`src/common/cfgsl_pkg.sv`:
```
// Constants shared by the strap latch block
//
// Notes on behaviour
// - Strap pins float during any reset.
// - Capture strap levels at reset release; the code samples after SETTLE_CYCLES settle cycles.
// - Power-on or external reset re-latches all straps.
// - Internal pulls define unconnected strap level.
// - Fixed-port code also sets indicator polarity.
// - Local power detect: fixed ports from register.
// - High charge strap enables port charging.
// - Lines disabled only when both straps high.
// - Method from select straps and data pin.
package cfgsl_pkg;

  localparam int NSTRAP = 10;

  // Strap vector field positions
  localparam int FPS_LSB  = 0;
  localparam int CSEL_LSB = 2;
  localparam int CHG_LSB  = 4;
  localparam int MDIS_LSB = 6;
  localparam int PDIS_LSB = 8;

  // Register byte offsets
  localparam logic [11:0] ADDR_STAT = 12'h000;
  localparam logic [11:0] ADDR_DEC  = 12'h004;
  localparam logic [11:0] ADDR_CTRL = 12'h008;
  localparam logic [11:0] ADDR_OUT  = 12'h00c;

  // Status register fields
  localparam int STAT_SDA_BIT   = 10;
  localparam int STAT_STATE_LSB = 11;
  localparam int STAT_VALID_BIT = 13;

  // Decode register fields
  localparam int DEC_FIX_LSB  = 0;
  localparam int DEC_POL_BIT  = 2;
  localparam int DEC_CHG_LSB  = 3;
  localparam int DEC_DIS_LSB  = 5;
  localparam int DEC_METH_LSB = 7;

  // Control register fields
  localparam int CTRL_SUSP_BIT = 0;
  localparam int CTRL_FIX_LSB  = 1;

  // Reset values and AHB encodings
  localparam logic [2:0]        CTRL_RST       = 3'h0;
  localparam logic [NSTRAP-1:0] OUT_RST        = 10'h000;
  localparam logic [NSTRAP-1:0] STRAP_PULL_RST = 10'h000;
  localparam logic [1:0]        HTRANS_NONSEQ  = 2'h2;
  localparam logic [2:0]        HSIZE_WORD     = 3'h2;

  // Timing
  localparam int CLK_PERIOD_NS = 50;
  localparam int SETTLE_NS     = 1000;
  localparam int SETTLE_CYC    = (SETTLE_NS + CLK_PERIOD_NS - 1) / CLK_PERIOD_NS;

  typedef enum logic [2:0] {
    METH_SELF,
    METH_BUS,
    METH_EEPROM,
    METH_SMBUS,
    METH_INVALID
  } cfgsl_method_e;

  typedef enum logic [1:0] {
    ST_HOLD,
    ST_SETTLE,
    ST_LATCH,
    ST_RUN
  } cfgsl_state_e;

endpackage

```
`src/logic/cfgsl_sync.sv`:
```
// Two-flop synchroniser for pin inputs
`timescale 1ns/10ps
module cfgsl_sync #(
  parameter int             W       = 1,
  parameter logic [W-1:0]   RST_VAL = '0
) (
  input  wire logic         hclk,
  input  wire logic         hresetn,
  input  wire logic [W-1:0] d,
  output logic      [W-1:0] q
);
  logic [W-1:0] meta;

  always_ff @(posedge hclk or negedge hresetn) begin
    if (!hresetn) begin
      meta <= RST_VAL;
      q    <= RST_VAL;
    end else begin
      meta <= d;
      q    <= meta;
    end
  end
endmodule

```
`src/logic/cfgsl_decode.sv`:
```
// Decode of latched strap levels into hub defaults
`timescale 1ns/10ps
module cfgsl_decode
  import cfgsl_pkg::*;
(
  input  wire logic [NSTRAP-1:0] straps,
  input  wire logic              sda,
  input  wire logic              local_power_detect,
  input  wire logic [1:0]        fixed_override,
  output logic      [1:0]        fixed_port_select,
  output logic                   susp_active_low,
  output logic      [1:0]        port_charge_enable,
  output logic      [1:0]        port_line_disable,
  output cfgsl_method_e          method
);
  wire [1:0] fps_code = straps[FPS_LSB +: 2];
  wire [1:0] sel_code = straps[CSEL_LSB +: 2];
  // Bit 0 is port 1, bit 1 is port 2
  wire [1:0] fps_dec  = (fps_code == 2'h0) ? 2'h0 :
                        (fps_code == 2'h1) ? 2'h1 : 2'h3;

  assign susp_active_low    = fps_code[0];
  assign fixed_port_select  = local_power_detect ? fixed_override : fps_dec;
  assign port_charge_enable = straps[CHG_LSB +: 2];
  assign port_line_disable  = straps[MDIS_LSB +: 2] & straps[PDIS_LSB +: 2];

  always_comb begin
    case (sel_code)
      2'h0:    method = METH_SELF;
      2'h2:    method = METH_BUS;
      2'h3:    method = sda ? METH_EEPROM : METH_INVALID;
      2'h1:    method = sda ? METH_SMBUS : METH_INVALID;
      default: method = METH_INVALID;
    endcase
  end
endmodule

```
`src/logic/cfgsl_strap_latch.sv`:
```
// Strap latch: captures strap pins after reset, decodes defaults, AHB-Lite registers
`timescale 1ns/10ps
module cfgsl_strap_latch
  import cfgsl_pkg::*;
#(
  parameter int                SETTLE_CYCLES = SETTLE_CYC,
  parameter logic [NSTRAP-1:0] STRAP_PULL    = STRAP_PULL_RST
) (
  input  wire logic              hclk,
  input  wire logic              hresetn,
  input  wire logic              por_n,
  input  wire logic              hsel,
  input  wire logic [31:0]       haddr,
  input  wire logic [1:0]        htrans,
  input  wire logic              hwrite,
  input  wire logic [2:0]        hsize,
  input  wire logic [31:0]       hwdata,
  input  wire logic              hready,
  output logic                   hreadyout,
  output logic                   hresp,
  output logic      [31:0]       hrdata,
  input  wire logic [NSTRAP-1:0] strap_in,
  output logic      [NSTRAP-1:0] strap_out,
  output logic      [NSTRAP-1:0] strap_oe,
  output logic      [NSTRAP-1:0] strap_pull_up,
  input  wire logic              sda_in,
  input  wire logic              local_power_detect,
  output logic                   straps_valid,
  output logic      [1:0]        fixed_port_select,
  output logic                   suspend_indicator_low,
  output logic      [1:0]        port_charge_enable,
  output logic      [1:0]        port_line_disable,
  output logic      [2:0]        config_method
);
  localparam int CW = $clog2(SETTLE_CYCLES + 1);
  localparam logic [CW-1:0] SETTLE_LAST = CW'(SETTLE_CYCLES - 1);

  if (SETTLE_CYCLES < 1) begin : g_chk
    $error("SETTLE_CYCLES must be at least one");
  end

  // Synchronised pins
  logic [NSTRAP-1:0] strap_s;
  logic              sda_s;
  logic              lpd_s;
  logic              por_q;

  cfgsl_sync #(.W(NSTRAP), .RST_VAL(STRAP_PULL)) u_sync_strap (
    .hclk    (hclk),
    .hresetn (hresetn),
    .d       (strap_in),
    .q       (strap_s)
  );

  cfgsl_sync #(.W(3), .RST_VAL(3'h0)) u_sync_misc (
    .hclk    (hclk),
    .hresetn (hresetn),
    .d       ({por_n, sda_in, local_power_detect}),
    .q       ({por_q, sda_s, lpd_s})
  );

  // Capture sequencer
  cfgsl_state_e      state;
  cfgsl_state_e      next_state;
  logic [CW-1:0]     settle_cnt;
  logic [NSTRAP-1:0] latched;
  logic              sda_latched;

  wire settle_done = (settle_cnt == SETTLE_LAST);

  always_comb begin
    next_state = state;
    case (state)
      ST_HOLD:   next_state = ST_SETTLE;
      // Pins must reach their level before sampling
      ST_SETTLE: next_state = settle_done ? ST_LATCH : ST_SETTLE;
      ST_LATCH:  next_state = ST_RUN;
      ST_RUN:    next_state = ST_RUN;
      default:   next_state = ST_HOLD;
    endcase
    // Power-on reset restarts the whole capture
    if (!por_q) begin
      next_state = ST_HOLD;
    end
  end

  always_ff @(posedge hclk or negedge hresetn) begin
    if (!hresetn) begin
      state <= ST_HOLD;
    end else begin
      state <= next_state;
    end
  end

  always_ff @(posedge hclk or negedge hresetn) begin
    if (!hresetn) begin
      settle_cnt <= '0;
    end else if (state == ST_SETTLE) begin
      settle_cnt <= settle_cnt + CW'(1);
    end else begin
      settle_cnt <= '0;
    end
  end

  // Only the latch state writes; later pin activity is ignored
  always_ff @(posedge hclk or negedge hresetn) begin
    if (!hresetn) begin
      latched     <= STRAP_PULL;
      sda_latched <= 1'b0;
    end else if (state == ST_LATCH) begin
      latched     <= strap_s;
      sda_latched <= sda_s;
    end
  end

  // Register file
  logic              susp_req;
  logic [1:0]        fix_override;
  logic [NSTRAP-1:0] out_data;

  logic [1:0]    dec_fixed;
  logic          dec_pol;
  logic [1:0]    dec_chg;
  logic [1:0]    dec_dis;
  cfgsl_method_e dec_meth;

  cfgsl_decode u_decode (
    .straps             (latched),
    .sda                (sda_latched),
    .local_power_detect (lpd_s),
    .fixed_override     (fix_override),
    .fixed_port_select  (dec_fixed),
    .susp_active_low    (dec_pol),
    .port_charge_enable (dec_chg),
    .port_line_disable  (dec_dis),
    .method             (dec_meth)
  );

  wire run       = (state == ST_RUN);
  wire valid_now = run;

  // Outputs from flops; pins released only in normal operation
  always_ff @(posedge hclk or negedge hresetn) begin
    if (!hresetn) begin
      strap_oe      <= '0;
      strap_out     <= OUT_RST;
      strap_pull_up <= STRAP_PULL;
    end else begin
      strap_oe      <= (run && por_q) ? {NSTRAP{1'b1}} : '0;
      strap_out     <= {out_data[NSTRAP-1:1], susp_req ^ dec_pol};
      strap_pull_up <= STRAP_PULL;
    end
  end

  always_ff @(posedge hclk or negedge hresetn) begin
    if (!hresetn) begin
      straps_valid          <= 1'b0;
      fixed_port_select     <= 2'h0;
      suspend_indicator_low <= 1'b0;
      port_charge_enable    <= 2'h0;
      port_line_disable     <= 2'h0;
      config_method         <= 3'h0;
    end else begin
      straps_valid          <= valid_now;
      fixed_port_select     <= dec_fixed;
      suspend_indicator_low <= dec_pol;
      port_charge_enable    <= dec_chg;
      port_line_disable     <= dec_dis;
      config_method         <= dec_meth;
    end
  end

  // AHB-Lite slave, zero wait states
  wire        acc    = hsel && (htrans == HTRANS_NONSEQ) && hready;
  wire [11:0] a_off  = haddr[11:0];
  wire        a_top  = (haddr[31:12] == 20'h00000);
  wire        word   = (hsize == HSIZE_WORD);

  logic        wr_pend;
  logic [11:0] wr_off;

  wire wr_ctrl = wr_pend && (wr_off == ADDR_CTRL);
  wire wr_out  = wr_pend && (wr_off == ADDR_OUT);

  wire [31:0] stat_word = {18'h0, valid_now, 2'(state), sda_latched, latched};
  wire [31:0] dec_word  = {22'h0, 3'(dec_meth), dec_dis, dec_chg, dec_pol, dec_fixed};
  wire [31:0] ctrl_word = {29'h0, fix_override, susp_req};
  wire [31:0] out_word  = {22'h0, out_data};

  wire [31:0] rd_mux = !a_top                 ? 32'h0 :
                       (a_off == ADDR_STAT) ? stat_word :
                       (a_off == ADDR_DEC)  ? dec_word :
                       (a_off == ADDR_CTRL) ? ctrl_word :
                       (a_off == ADDR_OUT)  ? out_word : 32'h0;

  always_ff @(posedge hclk or negedge hresetn) begin
    if (!hresetn) begin
      wr_pend <= 1'b0;
      wr_off  <= 12'h000;
    end else begin
      wr_pend <= acc && hwrite && word && a_top;
      wr_off  <= a_off;
    end
  end

  always_ff @(posedge hclk or negedge hresetn) begin
    if (!hresetn) begin
      hrdata    <= 32'h0;
      hreadyout <= 1'b0;
      hresp     <= 1'b0;
    end else begin
      hrdata    <= (acc && !hwrite) ? rd_mux : 32'h0;
      hreadyout <= 1'b1;
      hresp     <= 1'b0;
    end
  end

  always_ff @(posedge hclk or negedge hresetn) begin
    if (!hresetn) begin
      susp_req     <= CTRL_RST[CTRL_SUSP_BIT];
      fix_override <= CTRL_RST[CTRL_FIX_LSB +: 2];
      out_data     <= OUT_RST;
    end else begin
      if (wr_ctrl) begin
        susp_req     <= hwdata[CTRL_SUSP_BIT];
        fix_override <= hwdata[CTRL_FIX_LSB +: 2];
      end
      if (wr_out) begin
        out_data <= hwdata[NSTRAP-1:0];
      end
    end
  end
endmodule

```
`config.mk`:
```
export PLATFORM = sky130hd
export DESIGN_NAME = cfgsl_strap_latch
export DESIGN_NICKNAME = d
export VERILOG_FILES = /design/src/common/cfgsl_pkg.sv /design/src/logic/cfgsl_sync.sv /design/src/logic/cfgsl_decode.sv /design/src/logic/cfgsl_strap_latch.sv
export SDC_FILE = /design/constraint.sdc
export NUM_CORES = 1
export LEC_CHECK = 0
export CORE_UTILIZATION = 67
export CTS_CLUSTER_SIZE = 10
export DETAILED_ROUTE_END_ITERATION = 6
export DONT_BUFFER_PORTS = 1
export PLACE_DENSITY = 0.88
export SYNTH_ARGS = -nofsm -noshare
export SYNTH_HDL_FRONTEND = slang
export SYNTH_SLANG_ARGS = --single-unit
```
`constraint.sdc`:
```
create_clock -name hclk -period 2.8 [get_ports hclk]
set_clock_uncertainty 0.05 [all_clocks]
set_input_delay 0.28 -clock hclk [delete_from_list [all_inputs] [get_ports hclk]]
set_output_delay 0.28 -clock hclk [all_outputs]
set_load 0.05 [all_outputs]
```
### Yosys cells after proc, flatten, opt, wreduce, memory -nomap -nowiden

Cells that the tools add are included.
W data, S select, Z words.

| storage, ports and cells | value |
|---|---|
| output and inout port bits | 75 |
| register bits | 116 |

| operators by class | value |
|---|---|
| equal/unequal tests | 15 |
| bitwise logic cells | 2 |
| mux-type cells | 17 |
| reduce and logical (&&, ||, !) cells | 16 |
| add/sub/neg operators | 1 |

Operator list:

| kind | count |
|---|---|
| $eq A12 B4 Y1 const B | 4 |
| $mux W14 | 3 |
| $mux W10 | 4 |
| $logic_not A20 Y1 | 1 |
| $eq A12 B3 Y1 const B | 1 |
| $logic_not A12 Y1 | 1 |
| $pmux W3 S4 | 1 |
| $eq A2 B2 Y1 const B | 5 |
| $mux W2 | 5 |
| $logic_and A1 B1 Y1 | 9 |
| $eq A2 B1 Y1 const B | 3 |
| $logic_not A2 Y1 | 3 |
| $mux W3 | 2 |
| $pmux W2 S3 | 1 |
| $add A5 B1 Y5 const B | 1 |
| $eq A5 B5 Y1 const B | 1 |
| $mux W5 | 1 |
| $eq A3 B2 Y1 const B | 1 |
| $and A2 B2 Y2 | 1 |
| $reduce_or A2 Y1 | 1 |
| $logic_not A1 Y1 | 1 |
| $xor A1 B1 Y1 | 1 |

### Longest topological paths before layout

Gate-level depths: netlist of run 1.

| depth | value |
|---|---|
| depth after elaboration | 8 |
| mapped depth | 5 |
| gate-level depth less buffers | 4 |

### Cells and area by module

Synthesis of run 1 repeated with hierarchy kept, for this count alone.

| unflattened totals | value |
|---|---|
| cells, all modules | 277 |
| area, all modules | 4,001.3 µm² |

Modules (own cells, without submodules):

| module | times used | area an instance (µm²) | cells each | sequential area each (µm²) |
|---|---|---|---|---|
| cfgsl_strap_latch | 1 | 3,264.4 | 238 | 2,026.9 |
| cfgsl_sync at u_sync_strap | 1 | 500.5 | 20 | 500.5 |
| cfgsl_sync at u_sync_misc | 1 | 150.1 | 6 | 150.1 |
| cfgsl_decode | 1 | 86.3 | 13 | 0.0 |

### Worst setup path after synthesis of run 1

Ideal clock, no wire load.

| timing path | value |
|---|---|
| path type | in2reg |
| start | input haddr[9] |
| end | register hrdata[2] |
| path buffers | 1 |
| stages | 5 |
| path slack | 1.256 ns |
| arrival | 1.374 ns |
| data required time | 2.630 ns |
| cells stage by stage | nor4_2 > nand3_2 > or3_4 > buf_6 > o211a_1 |

| between the ends | value |
|---|---|
| longest elaborated chain between the ends | 7 |
| elaborated cells between the ends (all ways) | 10 |

Ends and longest elaborated chain:

| element | line | source |
|---|---|---|
| start, declared | cfgsl_strap_latch.sv:13 | `input wire logic [31:0] haddr,` |
| $eq A12 B4 Y1 | cfgsl_strap_latch.sv:194 | `(a_off == ADDR_OUT) ? out_word : 32'h0;` |
| $mux W10 | cfgsl_strap_latch.sv:194 |  |
| $mux W10 | cfgsl_strap_latch.sv:193 | `(a_off == ADDR_CTRL) ? ctrl_word :` |
| $mux W10 | cfgsl_strap_latch.sv:192 | `(a_off == ADDR_DEC) ? dec_word :` |
| $mux W14 (*) | cfgsl_strap_latch.sv:191 | `(a_off == ADDR_STAT) ? stat_word :` |
| $mux W14 (*) | cfgsl_strap_latch.sv:190 | `wire [31:0] rd_mux = !a_top ? 32'h0 :` |
| $mux W14 (*) | cfgsl_strap_latch.sv:212 | `hrdata <= (acc && !hwrite) ? rd_mux : 32'h0;` |
| end signal, assigned | cfgsl_strap_latch.sv:212 |  |
| end, declared | cfgsl_strap_latch.sv:21 | `output logic [31:0] hrdata,` |

Mark *: on every way between the ends. The rest lies on a longest branch, timed or not.
A chain may end at the register's enable or synchronous reset.

### Worst setup path in the final report of run 1

| timing path | value |
|---|---|
| start | register wr_off[1] |
| end | register out_data[1] |

| between the ends | value |
|---|---|
| longest elaborated chain between the ends | 2 |

Ends and longest elaborated chain:

| element | line | source |
|---|---|---|
| start, declared | cfgsl_strap_latch.sv:180 | `logic [11:0] wr_off;` |
| start signal, assigned | cfgsl_strap_latch.sv:202 | `wr_off <= a_off;` |
| $eq A12 B4 Y1 | cfgsl_strap_latch.sv:183 | `wire wr_out = wr_pend && (wr_off == ADDR_OUT);` |
| $logic_and A1 B1 Y1 | cfgsl_strap_latch.sv:183 |  |
| end signal, assigned | cfgsl_strap_latch.sv:229 | `out_data <= hwdata[NSTRAP-1:0];` |
| end, declared | cfgsl_strap_latch.sv:119 | `logic [NSTRAP-1:0] out_data;` |

Every way passes these cells.

==> flow_metrics.tcl, run 1 <==
set metrics [dict create \
    initial_utilization_pct 71.50 \
    cp-start-kind "flip-flop" \
    crit_required_ps 2990 \
    grt_max_degree 108 \
    synth-main-ff-cell "dfrtp_1" \
    synthCells 277 \
    stdcell_area_um2 4463 \
    post-route-period-util_pct 70.75 \
    die_area_um2 6335 \
    final_cell_mix "dfrtp_1 (106), dlygate4sd3_1 (35), conb_1 (30), nor2_1 (18), mux2_1 (14)" \
    worstSetupPathType "flip-flop to flip-flop" \
    rsz0062_at_grt "no" \
    finalSetupTns_ps 0 \
    viasPerCell 5.628 \
    power_density_nw_per_um2 592.3 \
    max-vdd-ir-drop_v 0.0005676 \
    cts_root_buffer "clkbuf_8" \
    htreeDepth 3 \
    drt_iter0_drc 154 \
    critPathCaptureType "flip-flop" \
    core_um2 5642 \
    layout.cells.most_common "dfrtp_1" \
    synth_top_area_share_pct 66.38 \
    synth_area_per_cell_um2 14.56 \
    syn_area_um2 4034 \
    grt_first_pass_wirelength_um 11810 \
    period_needed_ps 1981 \
    setup_violations 0 \
    clk-insertion-delay-late_ps 360 \
    r2r_cells 3 \
    cap_viol_max_count 0 \
    synth_edf_count 0 \
    syn_to_final_growth_pct 10.64 \
    finalHoldWorstSlack_ps -446.2 \
    clock_path_buffers 2 \
    io_pins 162 \
    crit_fanout 10 \
    status "complete, but fails checks" \
    die_x_um 79.60 \
    dpl_cell_area_um2 3940 \
    ys_seq_area_share_pct 66.38 \
    ys_seq_elements 107 \
    timing.fmax_ghz 0.5048 \
    portBuffers 0 \
    grtUsageTotal_pct 26.77 \
    place.gp.congestion 0.7601 \
    min_path_type "input port to asynchronous set/reset pin" \
    first_pass_iters 4 \
    wl_per_cell_um 20.35 \
    postRouteAntennaNets 0 \
    yosysUniqueCellTypes 43 \
    p_total_w 0.002643 \
    route.vias.total 2178 \
    die-height_um 79.60 \
    failed_checks "hold timing" \
    clkTransAtPathRegs_ps 100 \
    p_leak_nw 2.121 \
    slew_headroom_pct 59.27 \
    grt_antenna_before_repair 0 \
    arrival_ps 2170 \
    num_rows 27 \
    tightest_slew_ps 606.4 \
    cts.sinks 107 \
    cts_buffers 9 \
    cts_tree "done" \
    slew_viol_final 0 \
    async_reset_ff_share_pct 100.0 \
    num_antenna_cells 0 \
    drt-total-wl_um 7877 \
    yosys-top-cells-area "dfrtp_1 (66%), buf_4 (7.1%), mux2_1 (3.9%)" \
    hpwl_um 4935 \
    drive_gt1_share_pct 14.29 \
    grt_pass1_vias 2216 \
    nets 398 \
    drc_errors 0 \
    synth_top_cell_by_area "dfrtp_1" \
    overflow 0 \
    finalHoldViolCount 107 \
    ys.warnings.count 0 \
]
where the power goes:
part	leakage (nW)	internal, W	total (W)	switching, W
Combinational	0.688	0.0000579	0.000171	0.000113
Clock	0.0799	0.000351	0.000832	0.000481
Sequential	1.35	0.00159	0.00164	0.0000510
area by class of cell:
class | instances | area (um^2)
Clock buffer | 13 | 148.9
Clock inverter | 3 | 23.77
Fill cell | 298 | 1179
Inverter | 5 | 18.77
Multi-Input combinational cell | 150 | 1122
Sequential cell | 107 | 2681
Tap cell | 72 | 90.09
Timing Repair Buffer | 37 | 377.9
logic make-up (layout without fill, tap and decap cells):
logic type / count (synthesis) / in the layout / share of synthesized area, %
flops: 107 / 107 / 66.38
simple gates: 68 / 68 / 12.19
mux: 28 / 28 / 8.313
buf+inv: 48 / 58 / 8.406
xor+xnor: 4 / 4 / 0.8686
other cells: 2 / 30 / 0.1862
fa+ha+maj: 1 / 1 / 0.3101
compound gates: 19 / 19 / 3.350
critical path, stage by stage (launching register included):
cell,delay [ps]
dfrtp_1,410
nor4b_2,460
nand4_2,470
mux2_1,460
cells in the mapped netlist, types with 2 or more instances:
master      n
nand2_1    10
mux4_2      2
nor2_1     18
mux2_1     14
a21oi_1     8
inv_1       3
and2_1      4
mux2i_1     2
o211a_1     6
dfrtp_1   107
buf_6       2
nor4_2      5
o21ai_0     2
clkbuf_1    2
nor4_4      2
nor4_1      4
inv_2       2
xor2_1      3
nor3_1      2
conb_1      2
nor4b_2     4
buf_4      38
nand3_1     3
and3_1      2
or3_1       2
nor4bb_1    2
mux2_2     10
per-layer routing:
layer	part of all wire (%)	up-vias	wire [um]	GRT usage, %
met4	2.1	0	168	11.45
li1	-	944	-	-
met5	0	-	0	0
met1	36	1103	2875	30.79
met2	53	117	4142	45.64
met3	8.8	14	691	8.914
flip-flops by register name, summed over array words and instances, names as in the netlist, 2 cells and up:
name	flops
u_sync_misc.meta	3
latched	10
fix_override	2
wr_off	12
fixed_port_select	2
config_method	3
settle_cnt	5
u_sync_strap.meta	10
port_charge_enable	2
port_line_disable	2
u_sync_strap.q	10
state	2
strap_out	10
out_data	10
hrdata	14
u_sync_misc.q	3
path summary, 6_finish.rpt:
check                                          startpoint                           to  slack, ps
setup / recovery                      wr_off[1]$_DFF_PN0_      out_data[1]$_DFFE_PN0P_        820
max in group asynchronous                         hresetn        strap_oe[8]$_DFF_PN0_       2970
hold reg to reg            u_sync_strap.meta[9]$_DFF_PN0_  u_sync_strap.q[9]$_DFF_PN0_        300
hold / removal                                    hresetn          hreadyout$_DFF_PN0_       -450
setup reg to reg                      wr_off[1]$_DFF_PN0_      out_data[1]$_DFFE_PN0P_        820
min in group hclk                               hwdata[2]  fix_override[1]$_DFFE_PN0P_         10
per-stage QoR:
| stage | hold slack (ps) | utilization, % | setup slack [ps] | cells |
|---|---|---|---|---|
| after floorplan | -65.59 | - | 1256 | 305 |
| after global placement | -63.98 | 69.84 | 992.1 | 336 |
| after detailed placement | -64.22 | 69.84 | 967.6 | 336 |
| after CTS | -461.7 | 78.22 | 927.0 | 382 |
| after global routing | -475.8 | 79.11 | 730.8 | 387 |
| final | -446.2 | 79.11 | 818.9 | 387 |
repair_timing:
action,in CTS,in global routing
endpoints found under the hold margin,140,112
buffers inserted,0,0
hold buffers,30,5
resized for setup,0,0
No activity file was read; power rests on OpenSTA's default activity.
==> inputs of run 2 (changes only) <==
- ABC_AREA: not set -> 1
- CORE_UTILIZATION: 67 -> 56
- PLACE_DENSITY: 0.88 -> 0.79
- clock period: 2.8 -> 1.7 ns (I/O delays scaled with it)
==> flow_metrics.tcl, run 2 <==
set metrics [dict create \
    cp-start-kind "input port" \
    layout.cells.most_common "dfrtp_1" \
    clk-insertion-delay-late_ps 370 \
    grtUsageTotal_pct 19.45 \
    crit_fanout 2 \
    wl_per_cell_um 13.41 \
    io_pins 162 \
    htreeDepth 3 \
    synth_edf_count 0 \
    synth_top_area_share_pct 64.13 \
    post-synth-top-count-cell "dfrtp_1" \
    dpl_cell_area_um2 4119 \
    initial_utilization_pct 57.87 \
    grt_max_degree 108 \
    grt_first_pass_wirelength_um 11320 \
    status "complete, but fails checks" \
    synth_top_cell_by_area "dfrtp_1" \
    die_area_um2 7805 \
    drive_gt1_share_pct 8.065 \
    post_cts.repair.setup_buffers 0 \
    slew_viol_final 0 \
    arrival_ps 1790 \
    post-route-period-util_pct 92.85 \
    drc_errors 0 \
    finalHoldWorstSlack_ps -567.1 \
    cts_root_buffer "clkbuf_8" \
    yosys-top-cells-area "dfrtp_1 (64%), buf_4 (7.2%), nor2_1 (7.1%)" \
    syn_area_um2 4175 \
    synth_area_per_cell_um2 10.65 \
    grt_antenna_before_repair 0 \
    worstSetupPathType "input port to flip-flop" \
    ys_seq_elements 107 \
    synth-main-ff-cell "dfrtp_1" \
    crit_required_ps 1910 \
    syn_to_final_growth_pct 13.10 \
    yosysUniqueCellTypes 29 \
    cap_viol_max_count 0 \
    finalSetupTns_ps 0 \
    num_antenna_cells 0 \
    cts_buffers 9 \
    largest_reg_flops 14 \
    die_x_um 88.35 \
    failed_checks "hold timing" \
    route.vias.total 2544 \
    fillers 575 \
    place.gp.congestion 0.7881 \
    rsz0062_at_grt "no" \
    drt_iter0_drc 106 \
    period_needed_ps 1578 \
    portBuffers 0 \
    synth_commonest_cells "dfrtp_1 (107), nor2_1 (79), buf_4 (40)" \
    first_pass_iters 4 \
    timing.fmax_ghz 0.6336 \
    num_rows 31 \
    r2r_cells 7 \
    clock_path_buffers 2 \
    ys_seq_area_share_pct 64.13 \
    min_path_type "input port to asynchronous set/reset pin" \
    cts.sinks 107 \
    power_density_nw_per_um2 949.9 \
    nets 517 \
    grt_pass1_vias 2445 \
    viasPerCell 4.773 \
    finalHoldViolCount 107 \
    postRouteAntennaNets 0 \
    hpwl_um 4790 \
    setup_violations 0 \
    max-vdd-ir-drop_v 0.0004052 \
    cts_resized 0 \
    p_leak_nw 2.274 \
    clkTransAtPathRegs_ps 100 \
    die-height_um 88.35 \
    final_cell_mix "dfrtp_1 (106), nor2_1 (79), dlygate4sd3_1 (41), nand2_1 (37), nand3_1 (36)" \
    cts_tree "done" \
    drt-total-wl_um 7145 \
    async_reset_ff_share_pct 100.0 \
    ys.warnings.count 0 \
    top_register "hrdata" \
    critPathCaptureType "flip-flop" \
    hold_buffers 41 \
    core_um2 7214 \
    reg.largest.list "hrdata (14), wr_off (12)" \
    overflow 0 \
    stdcell_area_um2 4722 \
    synthCells 392 \
]
run 2: changes by cell type in the layout (fill, tap and decap cells not counted), moves of 5 or more:
cell and change:
dlygate4sd3_1 +6, inv_1 +24, mux2_1 -10, mux2_2 -6
nand2_1 +27, nand3_1 +33, nand3b_1 +8, nor2_1 +61
nor4_2 -5, o211a_1 -6
run 2: final timing paths:
kind | from | end | slack (ps)
setup / recovery | haddr[16] | wr_pend$_DFF_PN0_ | 120
max in group asynchronous | hresetn | strap_oe[8]$_DFF_PN0_ | 1990
hold / removal | hresetn | fixed_port_select[1]$_DFF_PN0_ | -570
min in group hclk | haddr[20] | wr_pend$_DFF_PN0_ | 20
hold reg to reg | u_sync_misc.meta[0]$_DFF_PN0_ | u_sync_misc.q[0]$_DFF_PN0_ | 310
setup reg to reg | wr_off[9]$_DFF_PN0_ | out_data[3]$_DFFE_PN0P_ | 340
run 2: where the power goes:
part	switching (W)	internal [W]	total, W
clock network	0.000825	0.000687	0.00151
logic	0.000200	0.0000865	0.000287
registers	0.0000716	0.00261	0.00269
total	0.00110	0.00339	0.00449
run 2: kinds of logic after synthesis:
family,Yosys count,share of synthesized area (%)
AND/OR/NAND/NOR,174,19.09
XOR/XNOR,4,0.8392
adder cells (fa/ha/maj),1,0.2996
other,2,0.1799
flip-flops,107,64.13
multiplexers,8,2.157
AO/OA/AOI/OAI,19,2.277
buffers and inverters,77,11.03
run 2: critical path: stages:
cell,delay (ps)
dlygate4sd3_1,540
nor2_1,100
nand4_1,130
dlygate4sd3_1,580
nor4_1,270
run 2: final cells by class:
| type | count | area, um^2 | share of cell area [%] |
|---|---|---|---|
| Clock inverter | 5 | 61.31 | 1.298 |
| Inverter | 29 | 108.9 | 2.305 |
| Timing Repair Buffer | 46 | 473.0 | 10.02 |
| Multi-Input combinational cell | 236 | 1142 | 24.19 |
| Tap cell | 99 | 123.9 | 2.623 |
| Clock buffer | 11 | 131.4 | 2.782 |
| Sequential cell | 107 | 2681 | 56.78 |
run 2: per-layer routing:
| metal | up-vias | global-route usage [%] | part of all wire, % |
|---|---|---|---|
| met1 | 1203 | 23.70 | 43 |
| met3 | 17 | 5.690 | 5.9 |
| met5 | - | 0 | 0 |
| met4 | 0 | 9.971 | 2.9 |
| met2 | 89 | 31.61 | 48 |
| li1 | 1235 | - | - |
run 2: metrics by stage:
stage,instances,utilization (%),worst slack (ps),total power [W]
5_1_grt,533,65.45,100.1,0.004651
6_report,533,65.45,121.6,0.004485
3_3_place_gp,476,57.09,305.8,0.002941
3_5_place_dp,476,57.09,287.9,0.002950
2_1_floorplan,420,-,447.4,0.002981
4_1_cts,533,65.45,145.2,0.004525
==> inputs of run 3 (changes only) <==
- ABC_AREA: 1 -> not set
- SETUP_SLACK_MARGIN: not set -> 0.2
==> flow_metrics.tcl, run 3 (synthesis results as in run 1) <==
set metrics [dict create \
    largest_reg_flops 14 \
    period_needed_ps 1609 \
    syn_to_final_growth_pct 17.00 \
    htreeDepth 3 \
    path_delay_family "simple AND/OR/NAND/NOR gates" \
    cp_cell_sequence "nor4_4 -> nand3_1 -> nor2_4 -> mux2_1" \
    wl_per_cell_um 18.98 \
    drive_gt1_share_pct 17.48 \
    reg.largest.list "hrdata (14), wr_off (12)" \
    die-height_um 86.87 \
    p_leak_nw 2.226 \
    slowest_stage "dfrtp_1" \
    post-route-period-util_pct 94.68 \
    cp-start-kind "flip-flop" \
    status "complete, but fails checks" \
    arrival_ps 1800 \
    grt_pass1_vias 2372 \
    crit_required_ps 1890 \
    final_cells 422 \
    cts.sinks 107 \
    cts_tree "done" \
    failed_checks "hold timing" \
    grt_max_degree 108 \
    core_um2 6869 \
    layout.cells.most_common "dfrtp_1" \
    hold_buffers 39 \
    placed_cells_incl_taps 365 \
    finalHoldViolCount 107 \
    cts_root_buffer "clkbuf_8" \
    cts_buffers 9 \
    min_path_type "input port to asynchronous set/reset pin" \
    route.vias.total 2256 \
    path_buf_inv 0 \
    num_rows 30 \
    dp_slack_ps 25.42 \
    portBuffers 0 \
    setup_violations 0 \
    nets 409 \
    clk-insertion-delay-late_ps 350 \
    clkTransAtPathRegs_ps 100 \
    max-vdd-ir-drop_v 0.0007092 \
    finalSetupTns_ps 0 \
    cap_viol_max_count 0 \
    drt-total-wl_um 8010 \
    stdcell_area_um2 4720 \
    drc_errors 0 \
    die_area_um2 7546 \
    hpwl_um 4733 \
    postRouteAntennaNets 0 \
    grt_first_pass_wirelength_um 12470 \
    clock_path_buffers 2 \
    grt_antenna_before_repair 0 \
    final_cell_mix "dfrtp_1 (105), dlygate4sd3_1 (39), conb_1 (30), nor2_1 (17), mux2_1 (14)" \
    drt_iter0_drc 129 \
    dpl_cell_area_um2 4020 \
    overflow 0 \
    top_register "hrdata" \
    p_total_w 0.004825 \
    place.gp.congestion 0.7419 \
    critPathCaptureType "flip-flop" \
    num_antenna_cells 0 \
    viasPerCell 5.346 \
    timing.fmax_ghz 0.6213 \
    first_pass_iters 4 \
    critPathMaxStageDelay_ps 420 \
    slew_viol_final 0 \
    setup_ws_ps 90.50 \
    die_x_um 86.87 \
    grtUsageTotal_pct 23.44 \
    power_density_nw_per_um2 1022 \
    crit_fanout 3 \
    rsz0062_at_grt "yes" \
    finalHoldWorstSlack_ps -554.9 \
    initial_utilization_pct 58.72 \
    io_pins 162 \
    worstSetupPathType "flip-flop to flip-flop" \
]
[run 3: cell types whose count changed in the layout (fill, tap and decap cells not counted), sizes merged, moves of 10 or more]
| cell | previous run | this run |
|---|---|---|
| nand3 | 37 | 4 |
| nor4 | 1 | 11 |
| nor2 | 83 | 18 |
| mux2 | 8 | 24 |
| inv | 30 | 7 |
| nand2 | 40 | 10 |
[run 3: final timing paths]
path                                                start                          end  slack (ps)  depth (start not counted)
max                                  wr_off[10]$_DFF_PN0_         susp_req$_DFFE_PN0P_          90                          4
min                                               hresetn          hreadyout$_DFF_PN0_        -550                          0
max reg2reg                          wr_off[10]$_DFF_PN0_         susp_req$_DFFE_PN0P_          90                          4
min reg2reg                u_sync_strap.meta[8]$_DFF_PN0_  u_sync_strap.q[8]$_DFF_PN0_         310                          0
max in group asynchronous                         hresetn       latched[0]$_DFFE_PN0P_        1980                          0
min in group hclk                                haddr[2]          hrdata[4]$_DFF_PN0_          30                          3
[run 3: final cells by class]
cell class                 count  area (um^2)
tap                           96        120.1
timing repair buffer          48        490.5
clock inverter                 7        123.9
sequential                   107         2683
fill                         490         2150
clock buffer                   9        123.9
multi-input combinational    150         1160
inverter                       5        18.77
[run 3: per-stage QoR]
| stage | hold WS, ps | utilization (%) |
|---|---|---|
| floorplan | -175.6 | - |
| global placement | -173.7 | 58.52 |
| detailed placement | -173.7 | 58.52 |
| CTS | -577.9 | 68.47 |
| global route | -590.4 | 68.71 |
| finish | -554.9 | 68.71 |
[run 3: what timing repair did]
item | in CTS | in global routing
hold endpoints to repair | 158 | 107
resized for setup | 7 | 1
setup buffers | 0 | 2
pin swaps | 3 | 0
endpoints found under the setup margin | 25 | 25
[run 3: worst register-to-register path, cell delays in order, from the launching register on]
cell	delay (ps)
dfrtp_1	420
nor4_4	340
nand3_1	170
nor2_4	170
mux2_1	340
[run 3: per-layer routing]
metal  wire length, um  track usage (%)
met4               214            9.545
met2              4117            39.23
met1              3040            27.95
met5                 0                0
met3               638            7.867
[run 3: where the power goes]
part	leakage, nW	switching, W	internal (W)
registers	1.35	0.0000891	0.00262
clock network	0.120	0.000829	0.000991
logic	0.753	0.000193	0.000104
total	2.23	0.00111	0.00371
